### config.mk
export PLATFORM = sky130hd
export DESIGN_NAME = mii_port_with_straps
export DESIGN_NICKNAME = d
export VERILOG_FILES = /design/src/design/mii_port_pkg.sv /design/src/design/mii_port_with_straps.sv /design/src/design/sync2.sv
export VERILOG_INCLUDE_DIRS = /design/src /design/src/design
export SDC_FILE = /design/constraint.sdc
export NUM_CORES = 1
export LEC_CHECK = 0
export ABC_AREA = 1
export BUFFER_PORTS_ARGS = -buffer_cell sky130_fd_sc_hd__clkbuf_2
export CAP_MARGIN = 20
export CORE_MARGIN = 2
export CORE_UTILIZATION = 40
export DETAILED_ROUTE_END_ITERATION = 8
export GPL_TIMING_DRIVEN = 0
export SYNTH_ARGS = -nofsm -noshare
export SYNTH_HDL_FRONTEND = slang
export SYNTH_SLANG_ARGS = --single-unit
### constraint.sdc
create_clock -name mclk -period 1.62 [get_ports mclk]
set_clock_uncertainty 0.15 [all_clocks]
set_input_delay 0.324 -clock mclk [delete_from_list [all_inputs] [get_ports mclk]]
set_output_delay 0.324 -clock mclk [all_outputs]
set_load 0.05 [all_outputs]
### src/design/mii_port_defs.svh
`ifndef MII_PORT_DEFS_SVH
`define MII_PORT_DEFS_SVH
// I/O base from strap
`define IO_BASE_OFFSET 10'h300
`define IO_BASE_STEP_SHIFT 4
`define STRAP_BITS 3
// Management clock divider
`define MDC_HALF_PERIOD 8'h04
// Release delay before straps are final
`define STRAP_SETTLE_CYCLES 4'h3
`endif

### src/design/mii_port_pkg.sv
`default_nettype none
package mii_port_pkg;
    typedef enum logic [1:0] {
        TX_IDLE = 2'b00,
        TX_SEND = 2'b01
    } tx_state_type;
    typedef enum logic [1:0] {
        MG_IDLE = 2'b00,
        MG_SHIFT = 2'b01,
        MG_DONE = 2'b10
    } mgmt_state_type;
endpackage : mii_port_pkg
`default_nettype wire

### src/design/mii_port_with_straps.sv
// Function
// - Transmit data leaves as 4-bit nibbles changing with the transmit clock at 10 and 100 Mbps.
// - The I/O base address is the three low transmit data strap bits times 0x10 plus 0x300.
// - Interrupt request is active low when the management clock strap is high, else active high.
// - Carrier sense is high during receive or transmit activity and is driven by us in reverse mode.
// - Collision is driven by us in reverse mode and taken as an input in normal mode.
// - We drive the management clock and run management data bidirectionally.
`default_nettype none
`include "mii_port_defs.svh"
module mii_port_with_straps (
    input wire logic mclk,
    input wire logic nrst,
    input wire logic hw_reset,
    input wire logic reverse_mode,
    input wire logic tx_clk,
    input wire logic rx_clk,
    input wire logic [3:0] rxd,
    input wire logic rx_dv,
    input wire logic rx_er,
    input wire logic link_in,
    input wire logic [3:0] txd_in,
    output logic [3:0] txd,
    output logic [3:0] txd_oe,
    output logic tx_en,
    input wire logic crs_in,
    output logic crs_out,
    output logic crs_oe,
    input wire logic col_in,
    output logic col_out,
    output logic col_oe,
    input wire logic mdc_in,
    output logic mdc,
    output logic mdc_oe,
    input wire logic mdio_in,
    output logic mdio_out,
    output logic mdio_oe,
    input wire logic [5:0] host_addr_high_lines,
    input wire logic host_addr_qualifier,
    output logic host_select,
    output logic [9:0] io_base,
    input wire logic irq_event,
    output logic irq_out,
    input wire logic [3:0] tx_nibble,
    input wire logic tx_valid,
    output logic tx_ready,
    output logic [3:0] rx_nibble,
    output logic rx_valid,
    output logic rx_error,
    output logic crs_status,
    output logic col_status,
    output logic link_status,
    input wire logic mgmt_start,
    input wire logic [31:0] mgmt_frame,
    output logic mgmt_busy,
    output logic [15:0] mgmt_rdata
);

////////////////////////////////////////////////////////////////////////////////
// Input synchronisers
    logic [16:0] sync_q;
    logic tx_clk_s, rx_clk_s, rx_dv_s, rx_er_s, link_s, crs_s, col_s, mdio_s, hw_reset_s;
    logic [3:0] rxd_s;
    logic [2:0] strap_s;
    logic mdc_strap_s;

    sync2 #(.WIDTH(17)) u_sync (
        .mclk(mclk),
        .nrst(nrst),
        .d({tx_clk, rx_clk, rxd, rx_dv, rx_er, link_in, crs_in, col_in, mdio_in, hw_reset,
            txd_in[2:0], mdc_in}),
        .q(sync_q)
    );
    assign {tx_clk_s, rx_clk_s, rxd_s, rx_dv_s, rx_er_s, link_s, crs_s, col_s, mdio_s, hw_reset_s,
            strap_s, mdc_strap_s} = sync_q;

////////////////////////////////////////////////////////////////////////////////
// Straps
    logic [2:0] strap_base_r;
    logic strap_irq_low_r;
    logic [3:0] settle_r;

    // Straps track the pins while reset is held and for three cycles after release, then freeze
    always_ff @(posedge mclk or negedge nrst) begin
        if (!nrst) begin
            settle_r <= `STRAP_SETTLE_CYCLES;
            strap_base_r <= 3'h0;
            strap_irq_low_r <= 1'b0;
        end else if (hw_reset_s || settle_r != 4'h0) begin
            if (!hw_reset_s)
                settle_r <= settle_r - 4'h1;
            else
                settle_r <= `STRAP_SETTLE_CYCLES;
            strap_base_r <= strap_s;
            strap_irq_low_r <= mdc_strap_s;
        end
    end

    logic straps_held;
    assign straps_held = !hw_reset_s && settle_r == 4'h0;

    always_ff @(posedge mclk or negedge nrst) begin
        if (!nrst) begin
            io_base <= 10'h000;
            irq_out <= 1'b0;
            host_select <= 1'b0;
        end else begin
            io_base <= `IO_BASE_OFFSET + {3'h0, strap_base_r, 4'h0};
            irq_out <= irq_event ^ strap_irq_low_r;
            host_select <= host_addr_high_lines[5] && host_addr_high_lines[4] && !host_addr_high_lines[3]
                && !host_addr_qualifier && host_addr_high_lines[2:0] == strap_base_r;
        end
    end

////////////////////////////////////////////////////////////////////////////////
// Transmit path
    logic tx_clk_d_r, rx_clk_d_r;
    logic tx_rise, rx_rise;
    assign tx_rise = tx_clk_s && !tx_clk_d_r;
    assign rx_rise = rx_clk_s && !rx_clk_d_r;

    always_ff @(posedge mclk or negedge nrst) begin
        if (!nrst) begin
            tx_clk_d_r <= 1'b0;
            rx_clk_d_r <= 1'b0;
        end else begin
            tx_clk_d_r <= tx_clk_s;
            rx_clk_d_r <= rx_clk_s;
        end
    end

    mii_port_pkg::tx_state_type tx_state_r;

    // Nibble launched on each transmit clock rise; pins released during strap window
    always_ff @(posedge mclk or negedge nrst) begin
        if (!nrst) begin
            tx_state_r <= mii_port_pkg::TX_IDLE;
            txd <= 4'h0;
            tx_en <= 1'b0;
            tx_ready <= 1'b0;
            txd_oe <= 4'h0;
        end else begin
            txd_oe <= straps_held ? 4'hf : 4'h0;
            tx_ready <= 1'b0;
            if (tx_rise && straps_held) begin
                case (tx_state_r)
                    mii_port_pkg::TX_IDLE: begin
                        if (tx_valid) begin
                            txd <= tx_nibble;
                            tx_en <= 1'b1;
                            tx_ready <= 1'b1;
                            tx_state_r <= mii_port_pkg::TX_SEND;
                        end
                    end
                    mii_port_pkg::TX_SEND: begin
                        if (tx_valid) begin
                            txd <= tx_nibble;
                            tx_ready <= 1'b1;
                        end else begin
                            txd <= 4'h0;
                            tx_en <= 1'b0;
                            tx_state_r <= mii_port_pkg::TX_IDLE;
                        end
                    end
                    default: tx_state_r <= mii_port_pkg::TX_IDLE;
                endcase
            end
        end
    end

////////////////////////////////////////////////////////////////////////////////
// Receive path, carrier and collision
    always_ff @(posedge mclk or negedge nrst) begin
        if (!nrst) begin
            rx_nibble <= 4'h0;
            rx_valid <= 1'b0;
            rx_error <= 1'b0;
        end else begin
            rx_valid <= rx_rise && rx_dv_s;
            if (rx_rise) begin
                rx_nibble <= rxd_s;
                rx_error <= rx_dv_s && rx_er_s;
            end
        end
    end

    always_ff @(posedge mclk or negedge nrst) begin
        if (!nrst) begin
            crs_out <= 1'b0;
            crs_oe <= 1'b0;
            col_out <= 1'b0;
            col_oe <= 1'b0;
            crs_status <= 1'b0;
            col_status <= 1'b0;
            link_status <= 1'b0;
        end else begin
            crs_oe <= reverse_mode;
            col_oe <= reverse_mode;
            crs_out <= rx_dv_s || tx_en;
            col_out <= rx_dv_s && tx_en;
            crs_status <= reverse_mode ? (rx_dv_s || tx_en) : crs_s;
            col_status <= reverse_mode ? (rx_dv_s && tx_en) : col_s;
            link_status <= link_s;
        end
    end

////////////////////////////////////////////////////////////////////////////////
// Management interface
    mii_port_pkg::mgmt_state_type mg_state_r;
    logic [7:0] mdc_div_r;
    logic [5:0] bit_cnt_r;
    logic [31:0] mg_shift_r;
    logic mg_read_r;

    // Rising edge of the management clock ends each half period of low
    always_ff @(posedge mclk or negedge nrst) begin
        if (!nrst) begin
            mg_state_r <= mii_port_pkg::MG_IDLE;
            mdc_div_r <= 8'h00;
            bit_cnt_r <= 6'h00;
            mg_shift_r <= 32'h0;
            mg_read_r <= 1'b0;
            mdc <= 1'b0;
            mdc_oe <= 1'b0;
            mdio_out <= 1'b0;
            mdio_oe <= 1'b0;
            mgmt_busy <= 1'b0;
            mgmt_rdata <= 16'h0;
        end else begin
            mdc_oe <= straps_held;
            case (mg_state_r)
                mii_port_pkg::MG_IDLE: begin
                    mdc <= 1'b0;
                    mdio_oe <= 1'b0;
                    if (mgmt_start && straps_held) begin
                        mg_shift_r <= mgmt_frame;
                        mg_read_r <= mgmt_frame[29:28] == 2'b10;
                        bit_cnt_r <= 6'h00;
                        mdc_div_r <= 8'h00;
                        mgmt_busy <= 1'b1;
                        mdio_oe <= 1'b1;
                        mdio_out <= mgmt_frame[31];
                        mg_state_r <= mii_port_pkg::MG_SHIFT;
                    end
                end
                mii_port_pkg::MG_SHIFT: begin
                    if (mdc_div_r == `MDC_HALF_PERIOD - 8'h01) begin
                        mdc_div_r <= 8'h00;
                        mdc <= !mdc;
                        if (mdc) begin
                            mg_shift_r <= {mg_shift_r[30:0], mdio_s};
                            bit_cnt_r <= bit_cnt_r + 6'h01;
                            mdio_out <= mg_shift_r[30];
                            if (mg_read_r && bit_cnt_r == 6'd13)
                                mdio_oe <= 1'b0;
                            if (bit_cnt_r == 6'd31)
                                mg_state_r <= mii_port_pkg::MG_DONE;
                        end
                    end else begin
                        mdc_div_r <= mdc_div_r + 8'h01;
                    end
                end
                mii_port_pkg::MG_DONE: begin
                    mdio_oe <= 1'b0;
                    mgmt_busy <= 1'b0;
                    if (mg_read_r)
                        mgmt_rdata <= mg_shift_r[15:0];
                    mg_state_r <= mii_port_pkg::MG_IDLE;
                end
                default: mg_state_r <= mii_port_pkg::MG_IDLE;
            endcase
        end
    end
endmodule : mii_port_with_straps
`default_nettype wire

### src/design/sync2.sv
`default_nettype none
module sync2 #(
    parameter int WIDTH = 1
) (
    input wire logic mclk,
    input wire logic nrst,
    input wire logic [WIDTH-1:0] d,
    output logic [WIDTH-1:0] q
);
    logic [WIDTH-1:0] meta_r;

    always_ff @(posedge mclk or negedge nrst) begin
        if (!nrst) begin
            meta_r <= '0;
            q <= '0;
        end else begin
            meta_r <= d;
            q <= meta_r;
        end
    end
endmodule : sync2
`default_nettype wire

==> flow_metrics.py, run 1 <==
metrics = {
    "setup_path": {
        "cp_max_fo": 6,
        "cp-endpoint": "mg_shift_r[24]$_DFFE_PN0P_",
        "r2r_cells": 11,
        "cp-startpoint": "settle_r[1]$_DFFE_PN1P_",
        "worstPathRequired_ns": 1.78,
        "path_cells": "inv_2 -> ha_4 -> inv_2 -> nor2_4 -> nand3_4 -> a21oi_4 -> nand2_2 -> buf_12 -> clkbuf_16 -> nand2_2 -> nand2_1",
        "rrSetupSlack_ns": -0.14,
        "critical_path_arrival_ns": 1.93,
        "reg2reg_from": "settle_r[1]$_DFFE_PN1P_",
        "cp-start-kind": "register",
        "slowest_stage": "dfstp_2",
        "rr_endpoint": "mg_shift_r[24]$_DFFE_PN0P_",
        "critical_path.max_stage_delay_ns": 0.37,
        "cp-end-kind": "register",
        "crit_type": "reg -> reg",
    },
    "synth": {
        "synthesis.area_um2": 5860,
        "synth-seq-cells": 137,
        "ys_seq_area_frac": 0.586,
        "yosysTopAreaCell": "dfrtp_1",
        "yosys_warnings": 0,
        "synth_area_leaders": "dfrtp_1 58%, nand2_1 16%, nand3_1 4.4%",
        "avgSynthCellArea_um2": 9.22,
        "synth_cell_types": 35,
        "yosysTopAreaCellShare": 0.577,
        "synthCells": 635,
    },
    "pwr": {
        "switchingPower_mw": 6.14,
        "power_frac_seq": 0.309,
        "finalPower_mw": 15.7,
        "netSwitchingFraction": 0.392,
        "p_leak_nw": 4.36,
        "clock_power_share": 0.253,
        "internal_power_mw": 9.52,
        "cellPowerDensity_nw_per_um2": 1870,
        "pwr-share-comb": 0.438,
        "peakVddDrop_v": 0.00101,
    },
    "detailed_routing": {
        "detail_route.wl_per_cell_um": 13.2,
        "post-route-drc-count": 0,
        "firstDrtPassIters": 4,
        "vias": 4783,
        "ant_nets": 0,
        "first_iter_violations": 240,
        "drt-vias-per-instance": 4.68,
        "routed_wl_mm": 13.5,
    },
    "final_layout": {
        "drive_above_1_share": 0.364,
        "n_fill_cell": 1278,
        "area_delta_synth_final_pct": 43.2,
        "layout.nets": 902,
        "final_util": 0.581,
        "final_cells": 1023,
        "antenna_cells": 0,
        "finalInstanceArea_um2": 8380,
    },
    "clock_network": {
        "cts.sinks": 137,
        "clkTransAtPathRegs_ns": 0.06,
        "h-tree-depth": 4,
        "cts_tree": "done",
        "cts_buffers": 17,
        "clock_latency_ns": 0.42,
        "cts-root-buf": "clkbuf_16",
        "clk_path_buf_depth": 2,
    },
    "floorplan": {
        "die_h_um": 125,
        "rows": 44,
        "coreArea_um2": 14400,
        "start_util": 0.406,
        "die_w_um": 125,
        "pin_count": 123,
        "die_area_um2": 15600,
    },
    "global_route": {
        "antenna_found_initial": 0,
        "grt_pass1_wl_mm": 22.8,
        "grt_pass1_vias": 4765,
        "grt-ovfl-total": 0,
        "grt_max_degree": 79,
        "track_usage": 0.182,
    },
    "sta": {
        "rsz0062_at_grt": "yes",
        "setup_tns_ns": -5.14,
        "min_period_over_period": 1.09,
        "setup_viol": 55,
        "max_freq_mhz": 567,
        "report.final.hold_viol_count": 1,
        "hold_slack_ns": -0.00162,
        "final_max_slew_viol_count": 0,
        "period_needed_ns": 1.76,
        "worst_slack_ns": -0.144,
    },
    "place": {
        "dpl_cell_area_um2": 6750,
        "post-place-ws_ns": -0.303,
        "placed_cells": 940,
        "gp_congestion": 0.785,
        "port_buffers": 116,
        "hpwl_mm": 8.46,
    },
    "job": {
        "cap_violations": 0,
    },
    "run_status": {
        "failed_checks": "negative hold slack, negative setup slack",
        "outcome": "finished with violations",
    },
    "min_path": {
        "hp-class": "in -> reg",
    },
}
[power by group through the flow]
| stage | logic, mW | clock network, mW | registers (mW) |
|---|---|---|---|
| floorplan | 2.95 | 0 | 5.65 |
| global placement | 5.02 | 0 | 4.77 |
| detailed placement | 5.13 | 0 | 4.80 |
| CTS | 6.38 | 4.08 | 4.78 |
| global route | 7.45 | 4.23 | 4.94 |
| finish | 6.85 | 3.97 | 4.84 |
[placed cells by master, fill, tap and decap left out, types with 5 or more instances in the layout]
| cell | count |
|---|---|
| buf_12 | 5 |
| buf_4 | 32 |
| buf_6 | 15 |
| clkbuf_16 | 23 |
| clkbuf_2 | 109 |
| conb_1 | 6 |
| dfrtp_1 | 132 |
| dlygate4sd3_1 | 22 |
| ha_4 | 5 |
| inv_1 | 36 |
| inv_2 | 8 |
| mux2_2 | 9 |
| nand2_1 | 213 |
| nand2_2 | 31 |
| nand2_4 | 9 |
| nand3_1 | 50 |
| nor2_1 | 19 |
| o21ai_0 | 23 |
| o21ai_1 | 5 |
[critical path: cells and delay by family, from the launching register on]
kind	cells	cell delay [ns]
adders and majority gates	1	0.13
and+or+nand+nor	5	0.39
DFF	1	0.37
buffers and inverters	4	0.42
AOI/OAI and AO/OA	1	0.20
[cell usage after synthesis]
cell type and number:
nor3b_1 4, buf_6 7, buf_8 1, o21ai_1 1, nor2_2 3, o21bai_1 2
nor3_1 3, nor4_1 1, buf_4 16, inv_1 45, nor2_4 1, inv_2 3
a2bb2oi_1 1, nand3b_1 1, or2_2 2, mux2_2 10, a22o_1 1, nand3_1 51
clkbuf_1 4, nand2_1 244, xor2_1 3, nand3_4 1, ha_1 9, a21oi_4 1
nand4_1 2, a21oi_1 3, dfstp_2 2, nor2_1 22, conb_1 2, dfrtp_1 135
o21ai_0 29, buf_2 7, xnor2_1 4, a31oi_1 2, nand2_2 12
[layer usage]
metal | share of wire | track usage
met3 | 0.056 | 0.0488
met1 | 0.44 | 0.243
met2 | 0.49 | 0.286
met5 | 0 | 0
met4 | 0.015 | 0.0686
[area by class of cell]
cell class / count / area [um2] / share of cell area
Buffer: 32 / 319 / 0.0381
Clock buffer: 22 / 464 / 0.0554
Clock inverter: 10 / 143 / 0.0170
Inverter: 48 / 198 / 0.0236
Multi-Input combinational cell: 419 / 2290 / 0.273
Sequential cell: 137 / 3430 / 0.410
Tap cell: 184 / 230 / 0.0275
Timing Repair Buffer: 171 / 1300 / 0.156
[cells by family after synthesis]
group,count (synthesis),share of synthesized area
AOI/OAI and AO/OA,40,0.0387
xor gates and xnor gates,7,0.0105
adders and majority gates,9,0.0192
buffers and inverters,83,0.0759
DFF,137,0.586
muxes,10,0.0192
other,2,0.00128
and+or+nand+nor,347,0.249
[registers in the layout, indices dropped and copies added, names as in the netlist, 2 cells and up]
signal	flops
mg_shift_r	31
txd	4
rx_nibble	4
mdc_div_r	8
u_sync.meta_r	17
bit_cnt_r	6
mgmt_rdata	16
strap_base_r	3
settle_r	4
u_sync.q	17
io_base	4
mg_state_r	2
[repair_timing]
item	in CTS	in global routing
setup endpoints to repair	79	77
hold endpoints to repair	79	0
gates cloned	4	2
pin swaps	13	10
hold buffers	23	0
buffers inserted	20	7
gates resized for setup	97	50
[worst min-delay path by stage]
stage	startpoint	to	slack, ns	depth (start not counted)
finish	host_addr_high_lines[5]	host_select$_DFF_PN0_	-0.002	3
global route	host_addr_high_lines[5]	host_select$_DFF_PN0_	0.007	3
CTS	tx_nibble[2]	txd[2]$_DFFE_PN0P_	0.001	3
detailed placement	nrst	u_sync.q[15]$_DFF_PN0_	0.18	1
global placement	u_sync.meta_r[16]$_DFF_PN0_	u_sync.q[16]$_DFF_PN0_	0.18	0
floorplan	nrst	bit_cnt_r[0]$_DFFE_PN0P_	-0.12	0
(Power assumes the default switching activity.)
==> run 2, diff against run 1 <==
Settings changed: HOLD_SLACK_MARGIN set to 0.02.
==> run 2 against run 1 <==
The flow finishes with violations (negative setup slack). Final area is 0.60% higher. Combinational power hardly changed. Cell count is 0.49% higher. Maximum frequency hardly changed. Non-clock buffer count is 5 higher. Via count is 0.67% higher. Worst hold slack better by 0.029 ns. Register-to-register slack hardly changed. Sequential power hardly changed. Global-route usage is 0.055 points higher. Largest power group unchanged.
==> flow_metrics.py, run 2 (synthesis gave the netlist of run 1 again) <==
metrics = {
    "final_layout": {
        "finalInstanceArea_um2": 8430,
        "largest-register": "mg_shift_r",
        "antenna_cells": 0,
        "largest_reg_flops": 31,
        "layout_common_cells": "213 x nand2_1, 132 x dfrtp_1, 109 x clkbuf_2",
        "final_util": 0.585,
        "layout_commonest_cell": "nand2_1",
        "drive_above_1_share": 0.361,
        "area_delta_synth_final_pct": 44.0,
        "largestRegisters": "mg_shift_r (31), u_sync.meta_r (17), u_sync.q (17)",
        "layout.nets": 907,
    },
    "clock_network": {
        "cts_buffers": 17,
        "clk_path_buf_depth": 2,
        "cts-root-buf": "clkbuf_16",
        "clkTransAtPathRegs_ns": 0.06,
        "cts.sinks": 137,
        "clock_latency_ns": 0.42,
        "h-tree-depth": 4,
        "cts_tree": "done",
    },
    "pwr": {
        "p_leak_nw": 4.38,
        "finalPower_mw": 15.7,
        "peakVddDrop_v": 0.00101,
        "cellPowerDensity_nw_per_um2": 1860,
    },
    "detailed_routing": {
        "routed_wl_mm": 13.6,
        "detail_route.wl_per_cell_um": 13.2,
        "vias": 4815,
        "first_iter_violations": 236,
        "wl_met2_mm": 6.60,
        "firstDrtPassIters": 4,
        "post-route-drc-count": 0,
        "wl_met1_mm": 5.99,
        "drt-vias-per-instance": 4.68,
        "dr.max_layer_used": "met4",
        "met3WireLength_um": 740,
        "ant_nets": 0,
    },
    "setup_path": {
        "cp-start-kind": "register",
        "rrSetupSlack_ns": -0.14,
        "critical_path_arrival_ns": 1.93,
        "cp-end-kind": "register",
        "critical_path.max_stage_delay_ns": 0.39,
        "crit_type": "reg -> reg",
        "r2r_cells": 9,
        "crit_buf_inv": 4,
        "rr_endpoint": "mg_shift_r[24]$_DFFE_PN0P_",
        "cpMostUsedCell": "nand2_2",
        "cp_max_fo": 6,
        "worstPathRequired_ns": 1.78,
        "path_cells": "inv_2 -> buf_4 -> ha_4 -> a21oi_4 -> nand2_2 -> buf_12 -> clkbuf_16 -> nand2_2 -> nand2_1",
        "slowest_stage": "dfrtp_1",
        "critPathTopFamily": "buffers and inverters",
        "reg2reg_from": "mg_state_r[1]$_DFFE_PN0P_",
    },
    "min_path": {
        "hold_end": "tx_ready$_DFF_PN0_",
        "min_delay_path_depth": 3,
        "min_from": "tx_valid",
        "hp-class": "in -> reg",
    },
    "run_status": {
        "outcome": "finished with violations",
        "failed_checks": "negative setup slack",
    },
    "sta": {
        "period_needed_ns": 1.76,
        "final_max_slew_viol_count": 0,
        "max_freq_mhz": 567,
        "report.final.hold_viol_count": 0,
        "min_period_over_period": 1.09,
        "setup_tns_ns": -5.14,
        "setup_viol": 55,
        "worst_slack_ns": -0.144,
        "rsz0062_at_grt": "yes",
    },
    "global_route": {
        "grt_pass1_wl_mm": 22.9,
        "antenna_found_initial": 0,
        "grt_max_degree": 79,
        "grt-ovfl-total": 0,
        "track_usage": 0.182,
        "grt_pass1_vias": 4782,
    },
    "floorplan": {
        "rows": 44,
        "die_h_um": 125,
        "start_util": 0.406,
        "die_w_um": 125,
        "pin_count": 123,
        "die_area_um2": 15600,
        "coreArea_um2": 14400,
    },
    "place": {
        "post-place-ws_ns": -0.303,
        "hpwl_mm": 8.46,
        "port_buffers": 116,
        "gp_congestion": 0.785,
        "dpl_cell_area_um2": 6750,
    },
    "job": {
        "cap_violations": 0,
    },
}
[run 2: final cells by class]
type | count | area (um2)
fill | 1273 | 5990
sequential | 137 | 3430
multi-input combinational | 419 | 2290
timing repair buffer | 176 | 1350
clock buffer | 22 | 464
buffer | 32 | 319
tap | 184 | 230
inverter | 48 | 198
clock inverter | 10 | 143
[run 2: worst reg2reg max path: cells and delay by family (launching register included)]
| family | cells | cell delay [ns] |
|---|---|---|
| DFF | 1 | 0.39 |
| buffers and inverters | 4 | 0.53 |
| AOI/OAI and AO/OA | 1 | 0.21 |
| adders and majority gates | 1 | 0.18 |
| and+or+nand+nor | 3 | 0.20 |
[run 2: how the worst max path moves through the flow]
stage / startpoint / end / slack, ns / cells past startpoint
6_report: mg_state_r[1]$_DFFE_PN0P_ / mg_shift_r[24]$_DFFE_PN0P_ / -0.14 / 9
5_1_grt: settle_r[1]$_DFFE_PN1P_ / bit_cnt_r[0]$_DFFE_PN0P_ / -0.23 / 11
4_1_cts: settle_r[1]$_DFFE_PN1P_ / bit_cnt_r[1]$_DFFE_PN0P_ / -0.17 / 11
3_5_place_dp: mg_state_r[1]$_DFFE_PN0P_ / mg_shift_r[6]$_DFFE_PN0P_ / -0.30 / 9
3_3_place_gp: nrst / mgmt_rdata[4]$_DFFE_PN0P_ / -2.11 / 1
2_1_floorplan: mg_state_r[1]$_DFFE_PN0P_ / mdio_out$_DFFE_PN0P_ / -0.03 / 11
[run 2: through the flow]
stage                     hold WS (ns)  cells
after floorplan                 -0.122    639
after global placement           0.184    939
after detailed placement         0.184    940
after CTS                       0.0232   1021
after global routing            0.0226   1028
final                           0.0270   1028
[run 2: timing repair]
action                                 CTS  global route
endpoints found under the hold margin   84             1
setup buffers                           20             7
gates resized for setup                 97            50
pin swaps                               13            10
hold buffers                            27             1
setup endpoints to repair               79            77
gates cloned                             4             2
[run 2: routing by layer]
layer  up-vias  global-route usage
met5         -                   0
met4         0              0.0686
met3        19              0.0488
met2       117               0.286
met1      2312               0.244
li1       2367                   -
[run 2: power breakdown]
| group | switching [mW] | leakage (nW) | internal [mW] |
|---|---|---|---|
| Clock | 1.47 | 0.283 | 2.51 |
| Sequential | 0.591 | 1.71 | 4.25 |
| Combinational | 4.08 | 2.38 | 2.78 |
